$ cat src/rtl/rbcps_regs.svh
// Constants for the read bit clock phase select block
`ifndef RBCPS_REGS_SVH
`define RBCPS_REGS_SVH

`define RBCPS_PHASE_NS       100
`define RBCPS_CLK_NS         4
`define RBCPS_PHASE_CYC      ((`RBCPS_PHASE_NS) / (`RBCPS_CLK_NS))
`define RBCPS_INDEX_NS       600
`define RBCPS_INDEX_CYC      ((`RBCPS_INDEX_NS) / (`RBCPS_CLK_NS))
`define RBCPS_MISS_DEFAULT   3
`define RBCPS_PHASE_NONE     4'h0
`define RBCPS_CNT_W          8

`endif

$ cat src/rtl/rbcps_pkg.sv
// Types shared by the read bit clock phase select block
package rbcps_pkg;

	typedef enum logic [2:0] {
		RBCPS_ST_WRITE = 3'b001,
		RBCPS_ST_ADDR  = 3'b010,
		RBCPS_ST_SEG   = 3'b100
	} rbcps_mode_t;

	typedef struct packed {
		logic [3:0] phase;
		logic       edge_seen;
	} rbcps_phase_t;

endpackage : rbcps_pkg

$ cat src/rtl/rbcps_phase_gen.sv
// Four phase pulse generator driven from the clock track level
`timescale 1ns/1ps
`include "rbcps_regs.svh"

module rbcps_phase_gen
	import rbcps_pkg::*;
(
	input  wire logic         clk,
	input  wire logic         rst_n,
	input  wire logic         track_level,
	output rbcps_phase_t      phase_o
);

	typedef struct packed {
		logic       level_d;
		logic [7:0] cnt;
		logic [3:0] phase;
		logic       edge_seen;
	} rbcps_pg_state_t;

	rbcps_pg_state_t s_r;
	rbcps_pg_state_t s_nxt;

	////////////////////////////////////////////////////////////////////////
	// Rising edge of the level starts phase zero; each phase lasts a fixed
	// count, so the four pulses never overlap. A bit time longer than four
	// phases leaves a quiet gap rather than a fifth pulse.
	always_comb begin
		s_nxt           = s_r;
		s_nxt.level_d   = track_level;
		s_nxt.edge_seen = track_level & ~s_r.level_d;
		if (track_level & ~s_r.level_d) begin
			s_nxt.phase = 4'h1;
			s_nxt.cnt   = 8'h00;
		end else if (s_r.phase != 4'h0) begin
			if (s_r.cnt == 8'(`RBCPS_PHASE_CYC - 1)) begin
				s_nxt.cnt   = 8'h00;
				s_nxt.phase = {s_r.phase[2:0], 1'b0};
			end else begin
				s_nxt.cnt = s_r.cnt + 8'h01;
			end
		end
	end

	always_ff @(posedge clk) begin
		if (!rst_n) begin
			s_r <= '0;
		end else begin
			s_r <= s_nxt;
		end
	end

	assign phase_o.phase     = s_r.phase;
	assign phase_o.edge_seen = s_r.edge_seen;
endmodule : rbcps_phase_gen

$ cat src/rtl/rbcps_top.sv
// Read bit clock generator with phase latch and dead space detection
`timescale 1ns/1ps
`include "rbcps_regs.svh"

// Summary of operation
// - Make four equal non-overlapping phase pulses from the clock track level.
// - In a segment read, latch the phase coinciding with the first data bit.
// - Once one latch is set, drop the arming gate until the next clear.
// - Bit clock is the phase two steps after the latched one.
// - Latch two set gives bit clock from phase zero; other gates stay off.
// - Keep phase for the segment, clear between segments, relatch next lead bit.
// - During writes and address reads latches clear, bit clock from phase zero.
// - Dead space level low while phase zero pulses arrive, high when they stop.
// - Entering dead space gives one 600 ns index pulse.
// - Each phase pulse is about 100 ns wide.
// - Read data captured in a flop, then shifted on each bit clock.
module rbcps_top
	import rbcps_pkg::*;
#(
	parameter logic [7:0] MISS_LIMIT = 8'(`RBCPS_MISS_DEFAULT)
) (
	input  wire logic        CLK,
	input  wire logic        RST_N,
	input  wire logic        CLOCK_TRACK_LEVEL,
	input  wire logic        READ_DATA_IN,
	input  wire logic        WRITE_MODE,
	input  wire logic        INFO_TRACK_SEL,
	input  wire logic        SEGMENT_CLEAR,
	output logic             BIT_CLOCK_PULSE,
	output logic [3:0]       PHASE_PULSES,
	output logic [3:0]       PHASE_LATCH,
	output logic             LATCH_ARM_GATE,
	output logic             READ_DATA_FLOP,
	output logic [7:0]       STACK_UP,
	output logic             DEAD_SPACE_LEVEL,
	output logic             GAP_INDEX_PULSE
);

	typedef struct packed {
		logic [3:0] latch;
		logic       rd_flop;
		logic [7:0] stack;
		logic [7:0] period_cnt;
		logic [7:0] bit_len;
		logic [7:0] since_edge;
		logic [7:0] miss_cnt;
		logic       dead;
		logic [7:0] index_cnt;
		logic       index;
		logic       bclk;
	} rbcps_state_t;

	rbcps_state_t s_r;
	rbcps_state_t s_nxt;
	rbcps_phase_t ph;
	rbcps_mode_t  mode;
	logic         seg_read;
	logic         arm;
	logic         p0;
	logic         bclk_c;

	////////////////////////////////////////////////////////////////////////
	// Phase pulse source
	rbcps_phase_gen rbcps_phase_gen_i (
		.clk         (CLK),
		.rst_n       (RST_N),
		.track_level (CLOCK_TRACK_LEVEL),
		.phase_o     (ph)
	);

	// Rotate a latch pattern by two phases to pick the gated pulse
	function automatic logic [3:0] rbcps_sel(input logic [3:0] l);
		rbcps_sel = {l[1:0], l[3:2]};
	endfunction : rbcps_sel

	always_comb begin
		if (WRITE_MODE) begin
			mode = RBCPS_ST_WRITE;
		end else if (!INFO_TRACK_SEL) begin
			mode = RBCPS_ST_ADDR;
		end else begin
			mode = RBCPS_ST_SEG;
		end
	end

	assign seg_read = (mode == RBCPS_ST_SEG) & ~SEGMENT_CLEAR;
	assign arm      = seg_read & (s_r.latch == `RBCPS_PHASE_NONE);
	assign p0       = ph.phase[0];

	// Gate the chosen phase; with no latch set, phase zero is used
	always_comb begin
		if (s_r.latch == `RBCPS_PHASE_NONE) begin
			bclk_c = p0;
		end else begin
			bclk_c = |(rbcps_sel(s_r.latch) & ph.phase);
		end
	end

	////////////////////////////////////////////////////////////////////////
	// Next state
	always_comb begin
		s_nxt      = s_r;
		// Edge of the gated pulse forms a one-cycle bit clock
		s_nxt.bclk = bclk_c;
		if (bclk_c & ~s_r.bclk) begin
			s_nxt.rd_flop = READ_DATA_IN;
			s_nxt.stack   = {s_r.stack[6:0], s_r.rd_flop};
		end
		// Latch only while armed; the first one-bit freezes the choice
		if (!seg_read) begin
			s_nxt.latch = `RBCPS_PHASE_NONE;
		end else if (arm & READ_DATA_IN & (ph.phase != 4'h0)) begin
			s_nxt.latch = ph.phase;
		end
		// Track bit length in clocks so a missing pulse is counted by time.
		// The length comes from a counter that only a phase zero start resets,
		// kept apart from the miss timer: the track may be high when reset
		// lifts, giving a short first interval, and the true length then
		// replaces it at the next start instead of shrinking further.
		// Limitation: a bit time beyond 255 clocks saturates the measure.
		if (ph.edge_seen) begin
			s_nxt.bit_len    = s_r.since_edge;
			s_nxt.since_edge = 8'h00;
			s_nxt.period_cnt = 8'h00;
			s_nxt.miss_cnt   = 8'h00;
			s_nxt.dead       = 1'b0;
		end else begin
			if (s_r.since_edge != 8'hff) begin
				s_nxt.since_edge = s_r.since_edge + 8'h01;
			end
			// Miss timer rolls once per expected bit time
			if (s_r.period_cnt >= s_r.bit_len && s_r.bit_len != 8'h00) begin
				s_nxt.period_cnt = 8'h00;
				if (s_r.miss_cnt != 8'hff) begin
					s_nxt.miss_cnt = s_r.miss_cnt + 8'h01;
				end
				if (s_r.miss_cnt + 8'h01 >= MISS_LIMIT) begin
					s_nxt.dead = 1'b1;
				end
			end else if (s_r.period_cnt != 8'hff) begin
				s_nxt.period_cnt = s_r.period_cnt + 8'h01;
			end
		end
		// One index pulse on the rising edge of dead space
		if (s_nxt.dead & ~s_r.dead) begin
			s_nxt.index     = 1'b1;
			s_nxt.index_cnt = 8'h00;
		end else if (s_r.index) begin
			if (s_r.index_cnt == 8'(`RBCPS_INDEX_CYC - 1)) begin
				s_nxt.index = 1'b0;
			end else begin
				s_nxt.index_cnt = s_r.index_cnt + 8'h01;
			end
		end
	end

	always_ff @(posedge CLK) begin
		if (!RST_N) begin
			s_r <= '0;
		end else begin
			s_r <= s_nxt;
		end
	end

	assign BIT_CLOCK_PULSE  = bclk_c;
	assign PHASE_PULSES     = ph.phase;
	assign PHASE_LATCH      = s_r.latch;
	assign LATCH_ARM_GATE   = arm;
	assign READ_DATA_FLOP   = s_r.rd_flop;
	assign STACK_UP         = s_r.stack;
	assign DEAD_SPACE_LEVEL = s_r.dead;
	assign GAP_INDEX_PULSE  = s_r.index;
endmodule : rbcps_top

$ cat config.mk
export PLATFORM = sky130hd
export DESIGN_NAME = rbcps_top
export DESIGN_NICKNAME = d
export VERILOG_FILES = /design/src/rtl/rbcps_pkg.sv /design/src/rtl/rbcps_phase_gen.sv /design/src/rtl/rbcps_top.sv
export VERILOG_INCLUDE_DIRS = /design/src /design/src/rtl
export SDC_FILE = /design/constraint.sdc
export NUM_CORES = 1
export LEC_CHECK = 0
export ABC_AREA = 1
export BUFFER_PORTS_ARGS = -buffer_cell sky130_fd_sc_hd__clkbuf_2
export CAP_MARGIN = 20
export CORE_ASPECT_RATIO = 0.8
export CORE_MARGIN = 4
export CORE_UTILIZATION = 35
export DETAILED_ROUTE_END_ITERATION = 8
export HOLD_SLACK_MARGIN = 0.08
export PLACE_DENSITY_LB_ADDON = 0.25
export SKIP_CTS_REPAIR_TIMING = 1
export SLEW_MARGIN = 20
export SYNTH_ARGS = -nofsm -noshare
export SYNTH_HDL_FRONTEND = slang
export SYNTH_SLANG_ARGS = --single-unit
$ cat constraint.sdc
create_clock -name CLK -period 3.3 [get_ports CLK]
set_input_delay 0.33 -clock CLK [delete_from_list [all_inputs] [get_ports CLK]]
set_output_delay 0.33 -clock CLK [all_outputs]
set_load 0.02 [all_outputs]
==> flow_summary.yaml <==
min_path:
  hold_path_depth: 3
  hold-path-endpoint: "rbcps_phase_gen_i.s_r[13]"
  holdCritPathClass: "in2reg"
  min-delay-start: "CLOCK_TRACK_LEVEL"
timing:
  fmax_ghz: 0.524
  rsz0062_at_grt: "no"
  finalSetupTns_ns: 0
  final.setup.worst_slack_ns: 1.39
  fin_crit_ns: 1.91
  finalSetupViolations: 0
  tightest_slew_ns: 0.522
  hold_viol: 0
  period_share: 0.579
  relSlewSlack: 0.652
  slew_viol_final: 0
  skew_ns: 0.00586
clocking:
  root_buffer: "clkbuf_16"
  cts_inserted_buffers: 9
  numClockSinks: 70
  cts.path.max_buffers: 2
  cts.clk_slew.worst_paths_ns: 0.06
  insertion_delay_ns: 0.34
  cts_tree: "done"
  cts-htree-levels: 3
setup_path:
  crit-reg2reg-launch: "s_r[35]"
  worstPathArrival_ns: 2.14
  cp.required_ns: 3.53
  critical_path_class: "reg2reg"
  r2r_slack_ns: 1.39
  crit_path_end_kind: "flop"
  r2r-end: "s_r[8]"
  r2r_cells: 11
  cp-start-kind: "flop"
  worstPathMaxFanout: 10
logic_synthesis:
  synth_edf_count: 0
  synth_top_family_by_area: "simple AND/OR/NAND/NOR gates"
  synthSimpleGateAreaFrac: 0.281
  synth_xor_area_frac: 0.0247
  synth-seq-area-share: 0.395
  synth.mux.area_fraction: 0.00282
  synth_compound_gate_area_share: 0.112
  synth_adder_area_share: 0.0564
  synthCells: 493
  synth_top_flop_cell: "dfxtp_1"
  syn_avg_cell_area_um2: 7.20
  yosysWarnings: 0
  syn_area_um2: 3550
  yosysUniqueCellTypes: 38
  ys_seq_elements: 70
  synth_nets: 516
  async_flop_share: 0
global_routing:
  grt_pass1_vias: 2595
  grt_pass1_wl_um: 11900
  overflow: 0
  grt_use_total: 0.126
  grt_max_degree: 22
  antenna_found_initial: 0
power:
  power_frac_comb: 0.099
  clockPowerShare: 0.489
  p_sw_frac: 0.245
  ir_drop_mv: 0.233
  power_switching_mw: 0.545
  p_leak_nw: 1.72
  internal_power_mw: 1.68
  pwr-share-seq: 0.411
  powerDensity_nw_per_um2: 549
floorplan:
  die_height_um: 98.1
  dieArea_um2: 11800
  die_w_um: 121
  start_util: 0.363
  ioPinCount: 28
  rows: 32
  core_um2: 9770
layout:
  antenna_cells: 0
  syn_to_final_growth_pct: 14.1
  drive_gt1_frac: 0.117
  finish.utilization: 0.415
  fin_nets: 533
route:
  route.detailed.drc: 0
  vias_per_cell: 4.56
  first_pass_iters: 4
  vias: 2968
  wl_per_cell_um: 11.0
  first_iter_violations: 171
  detail-route-antenna-nets: 0
  routed_wirelength_um: 7160
place:
  place.gp.congestion: 0.830
  port_buffers: 27
  dp_hpwl_um: 5230
  pre_cts_ws_ns: 1.38
status:
  outcome: "complete, no violations"
run:
  max_cap_viol_count: 0
worst max path at each step:
stage	startpoint	to	slack [ns]	depth (start not counted)
4_1_cts	s_r[35]	s_r[8]	1.36	11
6_report	s_r[35]	s_r[8]	1.39	11
2_1_floorplan	s_r[35]	s_r[9]	1.69	11
3_5_place_dp	s_r[35]	s_r[8]	1.38	11
5_1_grt	s_r[35]	s_r[4]	1.18	11
3_3_place_gp	s_r[35]	s_r[9]	1.40	11
stage by stage:
step / cells / instance area [um2] / power [mW] / hold slack [ns]
2_1_floorplan: 493 / 3550 / 1.11 / 0.403
3_3_place_gp: 635 / 3710 / 1.15 / 0.416
3_5_place_dp: 635 / 3710 / 1.16 / 0.415
4_1_cts: 651 / 4050 / 2.26 / 0.209
5_1_grt: 651 / 4050 / 2.32 / 0.261
6_report: 651 / 4050 / 2.22 / 0.218
sequential cells by signal (all words and copies together), names as in the netlist:
register                   cells
STACK_UP                       8
GAP_INDEX_PULSE                1
READ_DATA_FLOP                 1
rbcps_phase_gen_i.phase_o      5
DEAD_SPACE_LEVEL               1
rbcps_phase_gen_i.s_r          9
PHASE_LATCH                    4
s_r                           41
kinds of logic after synthesis:
| logic type | after synthesis |
|---|---|
| AND/OR/NAND/NOR | 218 |
| multiplexers | 1 |
| AO/OA/AOI/OAI | 75 |
| XOR/XNOR | 10 |
| flip-flops | 70 |
| adder cells (fa/ha/maj) | 16 |
| buffers and inverters | 103 |
synth_stat cells (2+ instances only):
cell	count	area, um2
clkbuf_1	3	11.3
or2_2	2	12.5
inv_1	81	304
a21oi_1	40	200
ha_1	16	200
a31oi_1	5	31.3
o21ai_1	2	10.0
nand3_1	34	170
nor2_1	71	267
nand2_1	79	297
nand2_2	2	12.5
nand3_2	4	40.0
o21ai_0	22	110
nand4_1	8	50.1
buf_4	16	120
dfxtp_1	70	1400
xor2_1	8	70.1
nor3_1	7	35.0
nor3b_1	3	22.5
xnor2_1	2	17.5
final cells by class:
cell class	count	area [um2]
Timing Repair Buffer	27	135
Fill cell	1002	5720
Clock inverter	4	77.6
Multi-Input combinational cell	320	1690
Clock buffer	12	267
Sequential cell	70	1400
Inverter	82	308
Tap cell	136	170
worst max-delay path: stages, from the launching register on:
cell     delay, ns
dfxtp_1       0.35
inv_1         0.07
ha_1          0.27
nand2_1       0.04
nand3_1       0.07
nand2_1       0.05
nand2_1       0.06
nand2_1       0.07
a21oi_2       0.43
nand3_2       0.18
nand2_4       0.15
nor2_1        0.06
power by group through the flow:
stage                     logic (mW)  clock network (mW)  registers (mW)
after floorplan                0.184                   0           0.925
after global placement         0.221                   0           0.933
after detailed placement       0.223                   0           0.934
after CTS                      0.225                1.12           0.916
after global routing           0.253                1.15           0.921
final                          0.220                1.09           0.915
layout by cell type, fill, tap and decap left out, types with 2 or more instances in the layout:
master	netlist	layout
nand2_1	79	79
nor3b_1	3	3
nand4_1	8	8
or2_2	2	2
nand2_2	2	2
xnor2_1	2	2
nor3_1	7	7
o21ai_0	22	22
a31oi_1	5	5
clkbuf_8	0	3
clkbuf_2	0	27
clkinv_4	0	2
a21oi_1	40	40
clkbuf_16	0	9
xor2_1	8	8
dfxtp_1	70	70
o21ai_1	2	2
ha_1	16	16
inv_1	81	81
nor2_1	71	71
nand3_1	34	34
bufinv_16	0	2
nand3_2	4	4
metal layers:
layer / wire length, um / global-route usage / vias up / part of all wire
met1: 3650 / 0.165 / 1322 / 0.51
met4: 116 / 0.0601 / 0 / 0.016
li1: - / - / 1595 / -
met5: 0 / 0 / - / 0
met2: 3020 / 0.186 / 39 / 0.42
met3: 369 / 0.0423 / 12 / 0.052
Power figures use the tool's default switching activity.
